$ cat src/rtl/bcu_params.svh
// Constants for the bounds check unit: field positions, reset values, codes.
// Included by the package and the design modules; definitions only.
`ifndef BCU_PARAMS_SVH
`define BCU_PARAMS_SVH
`define BCU_ADDR_W 64
`define BCU_NUM_BREGS 4
`define BCU_BREG_IDX_W 3
`define BCU_FEATURE_BIT 14
`define BCU_CFG_EN_BIT 0
`define BCU_CFG_PRESERVE_BIT 1
`define BCU_CFG_RSVD_LO 2
`define BCU_CFG_RSVD_HI 11
`define BCU_VA_BITS 48
`define BCU_EC_NONE 2'h0
`define BCU_EC_BOUNDS 2'h1
`define BCU_EC_BD_INVALID 2'h2
`define BCU_CFG_RESET 64'h0000000000000000
`define BCU_STATUS_RESET 64'h0000000000000000
`define BCU_BOUND_RESET 64'h0000000000000000
`endif

$ cat src/rtl/bcu_pkg.sv
// Types shared by the bounds check unit and its leaf modules.
// Assumes bcu_params.svh is on the include path.
`include "bcu_params.svh"
package bcu_pkg;
  typedef enum logic [3:0] {
    BCU_OP_NONE,
    BCU_OP_MAKE,
    BCU_OP_CHK_LO,
    BCU_OP_CHK_UP_CPL,
    BCU_OP_CHK_UP_PLAIN,
    BCU_OP_MOV_LOAD,
    BCU_OP_MOV_STORE,
    BCU_OP_TLOAD,
    BCU_OP_TSTORE,
    BCU_OP_CFG_RD,
    BCU_OP_CFG_WR,
    BCU_OP_STATE_SAVE
  } bcu_op_t;

  typedef struct packed {
    logic [`BCU_ADDR_W-1:0] lower_bound;
    logic [`BCU_ADDR_W-1:0] upper_bound;
  } bcu_bound_t;

  typedef struct packed {
    bcu_op_t op;
    logic [`BCU_BREG_IDX_W-1:0] dst_idx;
    logic [`BCU_BREG_IDX_W-1:0] src_idx;
    logic src_is_mem;
    logic dst_is_mem;
    logic [`BCU_ADDR_W-1:0] base_addr;
    logic [`BCU_ADDR_W-1:0] eff_addr;
    logic [`BCU_ADDR_W-1:0] index_val;
    logic prefix_66;
    logic prefix_wide;
    logic mode_64;
  } bcu_req_t;

  typedef struct packed {
    bcu_bound_t bounds;
    logic [`BCU_ADDR_W-1:0] pointer_val;
  } bcu_entry_t;
endpackage : bcu_pkg

$ cat src/rtl/bcu_canon_check.sv
// Canonical-form and reserved-bit check of a configuration write value.
// Purely combinational; the caller samples the result in the write cycle.
`timescale 1ns/10ps
`include "bcu_params.svh"
module bcu_canon_check #(
  parameter int VA_BITS = `BCU_VA_BITS
) (
  // Value under test
  input wire logic [63:0] value_i,
  // Result
  output logic ok_o
);
  import bcu_pkg::*;
  logic [63:0] upper;
  logic canon;
  logic rsvd_zero;
  assign upper = value_i >> (VA_BITS - 1);
  // Checked independent of mode, on all 64 bits
  assign canon = (upper == 64'h0) || (upper == ({64{1'b1}} >> (VA_BITS - 1)));
  assign rsvd_zero = (value_i[`BCU_CFG_RSVD_HI:`BCU_CFG_RSVD_LO] == 10'h000);
  assign ok_o = canon && rsvd_zero;
endmodule : bcu_canon_check

$ cat src/rtl/bcu_bound_compare.sv
// One bound comparator: unsigned, inclusive, optional one's complement of the stored bound.
// Instantiated once for the lower and once for the upper limit.
`timescale 1ns/10ps
`include "bcu_params.svh"
module bcu_bound_compare #(
  parameter int W = `BCU_ADDR_W,
  parameter bit IS_UPPER = 1'b0
) (
  // Operands
  input wire logic [W-1:0] addr_i,
  input wire logic [W-1:0] bound_i,
  input wire logic complement_i,
  // Result
  output logic fail_o
);
  import bcu_pkg::*;
  logic [W-1:0] limit;
  // With complement_i set, a stored upper bound of zero decodes to all ones, covering the whole space
  assign limit = complement_i ? ~bound_i : bound_i;
  generate
    if (IS_UPPER) begin : g_up
      assign fail_o = addr_i > limit;
    end else begin : g_lo
      assign fail_o = addr_i < limit;
    end
  endgenerate
endmodule : bcu_bound_compare

$ cat src/rtl/bcu_unit.sv
// Bounds check unit: bounds registers, check/make/move/translate ops, config register.
// Assumes the pipeline issues one request per valid cycle and handles faults it reports.
`timescale 1ns/10ps
`include "bcu_params.svh"
module bcu_unit #(
  parameter int NUM_BREGS = `BCU_NUM_BREGS,
  parameter bit FEATURE_PRESENT = 1'b1
) (
  // Clock and reset
  input wire logic clk_sys_i,
  input wire logic arst_n_i,
  input wire logic init_i,
  // Request from the pipeline
  input wire logic req_valid_i,
  input wire bcu_pkg::bcu_req_t req_i,
  input wire logic os_enable_i,
  input wire logic user_mode_i,
  input wire logic [63:0] user_config_i,
  // Memory operand and translated entry read data, config write data
  input wire bcu_pkg::bcu_bound_t mem_bounds_i,
  input wire bcu_pkg::bcu_entry_t entry_i,
  input wire logic [63:0] cfg_wdata_i,
  // Feature enumeration
  output logic [31:0] feature_bits_o,
  // Completion
  output logic done_o,
  output logic nop_o,
  output logic bound_range_fault_o,
  output logic undefined_opcode_fault_o,
  output logic general_protection_fault_o,
  // Writes toward memory
  output logic mem_wr_o,
  output bcu_pkg::bcu_bound_t mem_wbounds_o,
  output logic entry_wr_o,
  output bcu_pkg::bcu_entry_t entry_wdata_o,
  output logic [63:0] entry_lookup_addr_o,
  // Register results
  output logic [63:0] cfg_rdata_o,
  output logic [63:0] bounds_fault_status_o,
  output bcu_pkg::bcu_bound_t bound_rd_o
);
  import bcu_pkg::*;

  bcu_bound_t bounds_reg [NUM_BREGS];
  logic [63:0] supervisor_bounds_config_reg;
  logic [63:0] status_reg;
  logic [63:0] status_next;
  // Kept for the neighbouring pointer compare; no port carries it yet
  logic [63:0] load_entry_ptr_reg;
  logic enabled;
  logic is_bnd_op;
  logic idx_bad;
  logic xlat_ok;
  logic exec;
  logic is_check;
  logic chk_fail;
  logic lo_fail;
  logic up_fail;
  logic canon_ok;
  logic [1:0] src_sel;
  logic [1:0] dst_sel;
  logic [63:0] eff;
  logic [63:0] base;
  logic [63:0] idx_val;
  bcu_bound_t src_b;
  logic [63:0] cfg_en_src;

  assign feature_bits_o = FEATURE_PRESENT ? (32'h1 << `BCU_FEATURE_BIT) : 32'h0;

  always_comb begin
    cfg_en_src = user_mode_i ? user_config_i : supervisor_bounds_config_reg;
  end

  assign enabled = FEATURE_PRESENT && os_enable_i && cfg_en_src[`BCU_CFG_EN_BIT];

  always_comb begin
    unique case (req_i.op)
      BCU_OP_MAKE, BCU_OP_CHK_LO, BCU_OP_CHK_UP_CPL, BCU_OP_CHK_UP_PLAIN,
      BCU_OP_MOV_LOAD, BCU_OP_MOV_STORE, BCU_OP_TLOAD, BCU_OP_TSTORE: is_bnd_op = 1'b1;
      default: is_bnd_op = 1'b0;
    endcase
  end

  assign is_check = (req_i.op == BCU_OP_CHK_LO) || (req_i.op == BCU_OP_CHK_UP_CPL) ||
                    (req_i.op == BCU_OP_CHK_UP_PLAIN);

  // Register operands outside 0..3 are illegal, memory operands are not checked
  assign idx_bad = (req_i.dst_idx > 3'h3 && !req_i.dst_is_mem) ||
                   (req_i.src_idx > 3'h3 && !req_i.src_is_mem);

  // Translated forms without the mandatory prefix decode as undefined
  assign xlat_ok = !((req_i.op == BCU_OP_TLOAD || req_i.op == BCU_OP_TSTORE) &&
                     !req_i.prefix_66);

  assign exec = req_valid_i && is_bnd_op && enabled && !idx_bad && xlat_ok;
  assign src_sel = req_i.src_idx[1:0];
  assign dst_sel = req_i.dst_idx[1:0];

  // Operand width follows the address mode; the wide prefix and 66H do not widen it
  always_comb begin
    eff = req_i.mode_64 ? req_i.eff_addr : {32'h0, req_i.eff_addr[31:0]};
    base = req_i.mode_64 ? req_i.base_addr : {32'h0, req_i.base_addr[31:0]};
    idx_val = req_i.mode_64 ? req_i.index_val : {32'h0, req_i.index_val[31:0]};
  end

  always_comb begin
    src_b = req_i.src_is_mem ? mem_bounds_i : bounds_reg[src_sel];
  end

  // Address to check is supplied by the pipeline; upper checks expect size minus one added
  bcu_bound_compare #(.W(64), .IS_UPPER(1'b0)) u_cmp_lo (
    .addr_i(eff),
    .bound_i(bounds_reg[dst_sel].lower_bound),
    .complement_i(1'b0),
    .fail_o(lo_fail)
  );

  bcu_bound_compare #(.W(64), .IS_UPPER(1'b1)) u_cmp_up (
    .addr_i(eff),
    .bound_i(bounds_reg[dst_sel].upper_bound),
    .complement_i(req_i.op == BCU_OP_CHK_UP_CPL),
    .fail_o(up_fail)
  );

  always_comb begin
    unique case (req_i.op)
      BCU_OP_CHK_LO: chk_fail = lo_fail;
      BCU_OP_CHK_UP_CPL, BCU_OP_CHK_UP_PLAIN: chk_fail = up_fail;
      default: chk_fail = 1'b0;
    endcase
  end

  bcu_canon_check #(.VA_BITS(`BCU_VA_BITS)) u_canon (
    .value_i(cfg_wdata_i),
    .ok_o(canon_ok)
  );

  // Bounds registers; init_i clears them, otherwise a write needs an enabled, legal op, so no-ops leave them alone
  always_ff @(posedge clk_sys_i or negedge arst_n_i) begin
    if (!arst_n_i) begin
      for (int i = 0; i < NUM_BREGS; i++) begin
        bounds_reg[i] <= {`BCU_BOUND_RESET, `BCU_BOUND_RESET};
      end
    end else if (init_i) begin
      for (int i = 0; i < NUM_BREGS; i++) begin
        bounds_reg[i] <= {`BCU_BOUND_RESET, `BCU_BOUND_RESET};
      end
    end else if (exec) begin
      unique case (req_i.op)
        BCU_OP_MAKE: begin
          bounds_reg[dst_sel].lower_bound <= base;
          bounds_reg[dst_sel].upper_bound <= ~eff;
        end
        BCU_OP_MOV_LOAD: begin
          bounds_reg[dst_sel] <= src_b;
        end
        BCU_OP_MOV_STORE: begin
          if (!req_i.dst_is_mem) begin
            bounds_reg[dst_sel] <= bounds_reg[src_sel];
          end
        end
        BCU_OP_TLOAD: begin
          bounds_reg[dst_sel] <= entry_i.bounds;
        end
        default: begin
        end
      endcase
    end
  end

  // Pointer value loaded by the translated load, held internally; no port carries it to the pipeline
  always_ff @(posedge clk_sys_i or negedge arst_n_i) begin
    if (!arst_n_i) begin
      load_entry_ptr_reg <= 64'h0;
    end else if (exec && req_i.op == BCU_OP_TLOAD) begin
      load_entry_ptr_reg <= entry_i.pointer_val;
    end
  end

  // Config register: only the register read/write ops touch it, state save does not
  always_ff @(posedge clk_sys_i or negedge arst_n_i) begin
    if (!arst_n_i) begin
      supervisor_bounds_config_reg <= `BCU_CFG_RESET;
    end else if (init_i) begin
      supervisor_bounds_config_reg <= `BCU_CFG_RESET;
    end else if (req_valid_i && req_i.op == BCU_OP_CFG_WR && FEATURE_PRESENT && canon_ok) begin
      supervisor_bounds_config_reg <= cfg_wdata_i;
    end
  end

  always_comb begin
    status_next = status_reg;
    if (exec && is_check && chk_fail) begin
      status_next = {62'h0, `BCU_EC_BOUNDS};
    end
  end

  always_ff @(posedge clk_sys_i or negedge arst_n_i) begin
    if (!arst_n_i) begin
      status_reg <= `BCU_STATUS_RESET;
    end else if (init_i) begin
      status_reg <= `BCU_STATUS_RESET;
    end else begin
      status_reg <= status_next;
    end
  end

  // Completion outputs, registered one cycle after the request
  always_ff @(posedge clk_sys_i or negedge arst_n_i) begin
    if (!arst_n_i) begin
      done_o <= 1'b0;
      nop_o <= 1'b0;
    end else begin
      done_o <= req_valid_i;
      nop_o <= req_valid_i && is_bnd_op && !enabled;
    end
  end

  // Fault pulses; the causes exclude one another for any single request
  always_ff @(posedge clk_sys_i or negedge arst_n_i) begin
    if (!arst_n_i) begin
      bound_range_fault_o <= 1'b0;
      undefined_opcode_fault_o <= 1'b0;
      general_protection_fault_o <= 1'b0;
    end else begin
      bound_range_fault_o <= exec && is_check && chk_fail;
      undefined_opcode_fault_o <= req_valid_i && is_bnd_op && enabled &&
                                  (idx_bad || !xlat_ok);
      general_protection_fault_o <= req_valid_i &&
        (((req_i.op == BCU_OP_CFG_WR || req_i.op == BCU_OP_CFG_RD) && !FEATURE_PRESENT) ||
         (req_i.op == BCU_OP_CFG_WR && FEATURE_PRESENT && !canon_ok));
    end
  end

  // Memory side writes
  always_ff @(posedge clk_sys_i or negedge arst_n_i) begin
    if (!arst_n_i) begin
      mem_wr_o <= 1'b0;
      mem_wbounds_o <= '0;
    end else begin
      mem_wr_o <= exec && req_i.op == BCU_OP_MOV_STORE && req_i.dst_is_mem;
      mem_wbounds_o <= bounds_reg[src_sel];
    end
  end

  // Translated store toward the bound table entry
  always_ff @(posedge clk_sys_i or negedge arst_n_i) begin
    if (!arst_n_i) begin
      entry_wr_o <= 1'b0;
      entry_wdata_o <= '0;
      entry_lookup_addr_o <= 64'h0;
    end else begin
      entry_wr_o <= exec && req_i.op == BCU_OP_TSTORE;
      entry_wdata_o <= {bounds_reg[src_sel], idx_val};
      entry_lookup_addr_o <= base;
    end
  end

  // Config read data holds until the next config read
  always_ff @(posedge clk_sys_i or negedge arst_n_i) begin
    if (!arst_n_i) begin
      cfg_rdata_o <= 64'h0;
    end else if (req_valid_i && req_i.op == BCU_OP_CFG_RD && FEATURE_PRESENT) begin
      cfg_rdata_o <= supervisor_bounds_config_reg;
    end
  end

  // Bounds read-back; the register write lands with this same edge,
  // so a translated load shows the fetched entry instead of the old register
  always_ff @(posedge clk_sys_i or negedge arst_n_i) begin
    if (!arst_n_i) begin
      bound_rd_o <= '0;
    end else if (req_valid_i && req_i.op == BCU_OP_TLOAD) begin
      bound_rd_o <= entry_i.bounds;
    end else begin
      bound_rd_o <= bounds_reg[dst_sel];
    end
  end

  assign bounds_fault_status_o = status_reg;
endmodule : bcu_unit

$ cat config.mk
export PLATFORM = sky130hd
export DESIGN_NAME = bcu_unit
export DESIGN_NICKNAME = d
export VERILOG_FILES = /design/src/rtl/bcu_pkg.sv /design/src/rtl/bcu_canon_check.sv /design/src/rtl/bcu_bound_compare.sv /design/src/rtl/bcu_unit.sv
export VERILOG_INCLUDE_DIRS = /design/src /design/src/rtl
export SDC_FILE = /design/constraint.sdc
export NUM_CORES = 2
export LEC_CHECK = 0
export BUFFER_PORTS_ARGS = -buffer_cell sky130_fd_sc_hd__buf_2
export CAP_MARGIN = 20
export CELL_PAD_IN_SITES_DETAIL_PLACEMENT = 0
export CELL_PAD_IN_SITES_GLOBAL_PLACEMENT = 2
export CORE_AREA = 2 2 527 529
export DETAILED_ROUTE_END_ITERATION = 10
export DIE_AREA = 0 0 529 531
export PLACE_DENSITY = 0.61
export SLEW_MARGIN = 20
export SYNTH_ARGS = -nofsm -noshare
export SYNTH_HDL_FRONTEND = slang
export SYNTH_SLANG_ARGS = --single-unit
$ cat constraint.sdc
create_clock -name clk_sys_i -period 4.1 [get_ports clk_sys_i]
set_input_delay 0.41 -clock clk_sys_i [delete_from_list [all_inputs] [get_ports clk_sys_i]]
set_output_delay 0.41 -clock clk_sys_i [all_outputs]
set_load 0.005 [all_outputs]
==> reports/metrics.csv <==
metric,value,unit
Synth Flop Type,sky130_fd_sc_hd__dfrtp_1,
Die Footprint,0.281,mm2
element type at the critical path end,flip-flop,
cell at the slowest stage of the critical path,sky130_fd_sc_hd__or4_1,
buffers inserted by post-CTS timing repair,0,
final non-filler cell total,11500,
source of the worst register-to-register timing path,bounds_reg[294],
Synth Cell Area,0.0632,mm2
leakage power total,35.1,nW
total clock buffers created by CTS,150,
startpoint type of the worst setup path,flip-flop,
worst ir drop on vdd,0.317,mV
adder-cell area share of the yosys netlist,2.51,%
DRC violation total after the first TritonRoute iteration,7364,
count of buffers from port buffering,1116,
initial core utilization,23.0,%
total power draw,30.5,mW
buffer and inverter count on the worst path,1,
"CTS clk-pin slew, worst paths",0.06,ns
fraction of final layout cells sized beyond drive strength 1,27.2,%
category of cells accounting for the largest share of critical-path delay,simple AND/OR/NAND/NOR gates,
drt pass-1 iters,8,
Cell Rows,193,
pre-CTS WS,-0.282,ns
post-detailed-route wirelength per cell,33.3,um
RSZ-0062 raised after global routing,false,
setup_tns,0,ns
Yosys cell types,68,
XOR/XNOR Fraction of Synth Area,0.887,%
sinks on the clock net,1032,
Placed Cells,10900,
total routing resource utilization after global routing,26.3,%
net count of the finished layout,8580,
CP max FO,4,
clock skew after layout,0.0683,ns
I/O pin cnt,1340,
Syn Inst Count,6669,
antenna violations before repair,98,
utilization after layout,29.5,%
worst slew pin tran,1.34,ns
DIE HEIGHT,531,um
Required @ worst endpoint,4.87,ns
clock period minus final worst setup slack,3.62,ns
arrival time at the worst endpoint,4.39,ns
detailed placer's ending HPWL,262000,um
class of the most critical hold timing path,in2reg,
post-route setup slack,0.478,ns
share of async-settable or async-resettable flops after synthesis,100,%
startpoint of the worst hold path,req_i[190],
routing layer with the top usage in global route,met2,
Worst-Skew Late Latency,0.86,ns
pwr/cell area,376,mW/mm2
number of buffers between clock root and the deepest sink,4,
Post-Route WL,384000,um
total count of max-transition violations in the final report,0,
count of flip-flops with a built-in enable after synthesis,0,
ratio of routed vias to standard cells,5.47,
number of nets still failing antenna checks after routing,0,
synthesis-to-layout area growth,28.5,%
maximum frequency from static timing analysis,276,MHz
area fraction in compound gates after synthesis,22.3,%
max FFs per register,512,
via total after detailed routing,63100,
first-pass GRT wire length,519000,um
share of the cycle needed by the critical path after routing,88.3,%
number of inserted filler cells in the final layout,28700,
dominant combinational cell family by area after synthesis,compound AO/OA/AOI/OAI gates,
number of hold violations in the final report,0,
Die Width,529,um
TritonCTS clock tree,done,
Final setup viols,0,
GRT met3 Usage,5.18,%
total DRC errors in the routed layout,0,
Synth Area in Simple Gates,11.4,%
status,"complete, no violations",
global placer's final weighted congestion,0.869,
CTS Root Cell,sky130_fd_sc_hd__clkbuf_16,
via count of the first global-routing pass,60700,
register area share after synthesis,40.9,%
Crit. Startpoint,bounds_reg[294],
max capacitance violation total,0,
number of buffers added to fix hold violations after cts,302,
share of synthesized area spent on multiplexers,14.8,%
largest net degree at the start of global routing,161,
area inside the core boundary,0.275,mm2
cells traversed along the worst timing path,mux4_2 -> xnor2_1 -> ha_1 -> and4_1 -> nand2_1 -> or4_1 -> a311oi_1 -> o21ai_0 -> buf_4 -> a211oi_1,
count of state elements after synthesis,1032,
max-slew headroom at the worst pin,10.4,%
H-tree lvl count,4,
Setup CP Type,reg2reg,
longest individual stage delay on the worst path,0.69,ns
met2 routing resource usage after global routing,41.1,%
number of synthesis warnings,0,
GR Overflow Total,0,
average footprint of a synthesized cell,9.47,um2
number of cells upsized or downsized after cts,0,
met1 global-route usage,35.4,%
## power by group
part / switching, mW / internal (mW)
clock: 5.52 / 8.14
combinational: 3.83 / 1.99
sequential: 0.392 / 10.7
total: 9.74 / 20.8
## cell usage after synthesis (all sizes together), types with 18 or more instances
master   number  area share (%)
nor3         27            0.21
a2111oi     122             1.7
buf         413             4.1
inv         105            0.62
and2         84            0.83
nand2      1292             7.7
a211o        24            0.33
nor2        252             1.5
a21oi       504             4.0
and3         23            0.23
mux2        193             3.4
o31ai       339             4.0
clkbuf      428             2.5
ha          127             2.5
a22oi       302             3.6
dfrtp      1032              41
a221o        18            0.29
o22ai       104             1.0
a22o        102             1.4
a222oi       48            0.76
a211oi       26            0.31
a21boi       26            0.31
mux4        256             9.1
o21ai       470             3.7
xnor2        63            0.87
mux2i       142             2.2
nand4        24            0.24
## final timing paths
path | end | slack, ns | cells after the start
worst max register to register | bounds_fault_status_o[0] | 0.48 | 10
worst min register to register | supervisor_bounds_config_reg[11] | 0.48 | 1
min in group asynchronous | entry_lookup_addr_o[62] | 0.18 | 2
max in group asynchronous | nop_o | 2.50 | 3
worst min-delay path | entry_lookup_addr_o[59] | 0.03 | 2
worst max-delay path | bounds_fault_status_o[0] | 0.48 | 10
## final cells by class
class,instances,area (um2),share of cell area (%)
timing repair buffer,1719,12000,14.8
clock inverter,47,637,0.784
sequential,1032,25800,31.8
tap,3607,4510,5.56
inverter,105,402,0.495
clock buffer,206,4310,5.30
antenna,32,80.1,0.0986
multi-input combinational,4784,33400,41.2
## per-stage QoR
step | area, um2 | hold WS, ns
floorplan | 63500 | 0.114
global placement | 73100 | 0.464
detailed placement | 73100 | 0.467
CTS | 81100 | 0.000736
global route | 81100 | 0.0178
finish | 81200 | 0.0325
## cell usage in the layout, fill, tap and decap left out, types with 18 or more instances in the layout
cell type and count:
sky130_fd_sc_hd__buf_2 1109, sky130_fd_sc_hd__o31ai_1 339, sky130_fd_sc_hd__nand4_1 24, sky130_fd_sc_hd__clkbuf_16 151, sky130_fd_sc_hd__nand2_1 1286, sky130_fd_sc_hd__buf_12 85
sky130_fd_sc_hd__inv_1 104, sky130_fd_sc_hd__nor3_1 25, sky130_fd_sc_hd__o22ai_1 104, sky130_fd_sc_hd__a21oi_1 499, sky130_fd_sc_hd__a22o_1 102, sky130_fd_sc_hd__and2_1 82
sky130_fd_sc_hd__ha_1 127, sky130_fd_sc_hd__buf_4 217, sky130_fd_sc_hd__and3_1 23, sky130_fd_sc_hd__dlygate4sd3_1 302, sky130_fd_sc_hd__a222oi_1 48, sky130_fd_sc_hd__nor2_1 239
sky130_fd_sc_hd__clkbuf_1 23, sky130_fd_sc_hd__mux4_2 256, sky130_fd_sc_hd__dfrtp_1 1032, sky130_fd_sc_hd__a2111oi_0 121, sky130_fd_sc_hd__a21boi_0 26, sky130_fd_sc_hd__a22oi_1 302
sky130_fd_sc_hd__clkinv_2 20, sky130_fd_sc_hd__mux2i_1 142, sky130_fd_sc_hd__a211oi_1 26, sky130_fd_sc_hd__o21ai_0 424, sky130_fd_sc_hd__conb_1 95, sky130_fd_sc_hd__a211o_1 24
sky130_fd_sc_hd__a221o_1 18, sky130_fd_sc_hd__diode_2 32, sky130_fd_sc_hd__o21ai_1 40, sky130_fd_sc_hd__clkbuf_8 32, sky130_fd_sc_hd__mux2_2 193, sky130_fd_sc_hd__xnor2_1 63
## kinds of logic after synthesis
family          count (synthesis)
simple gates                 1763
buf+inv                       946
flops                        1032
xor+xnor                       64
compound gates               2144
mux                           591
other cells                     2
fa+ha+maj                     127
## per-layer routing
layer  part of all wire (%)  vias up
li1                       -    26500
met2                     45     3540
met1                     42    32300
met5                  0.069        -
met3                    8.4      691
met4                    4.4       40
No activity file was read; power rests on OpenSTA's default activity.
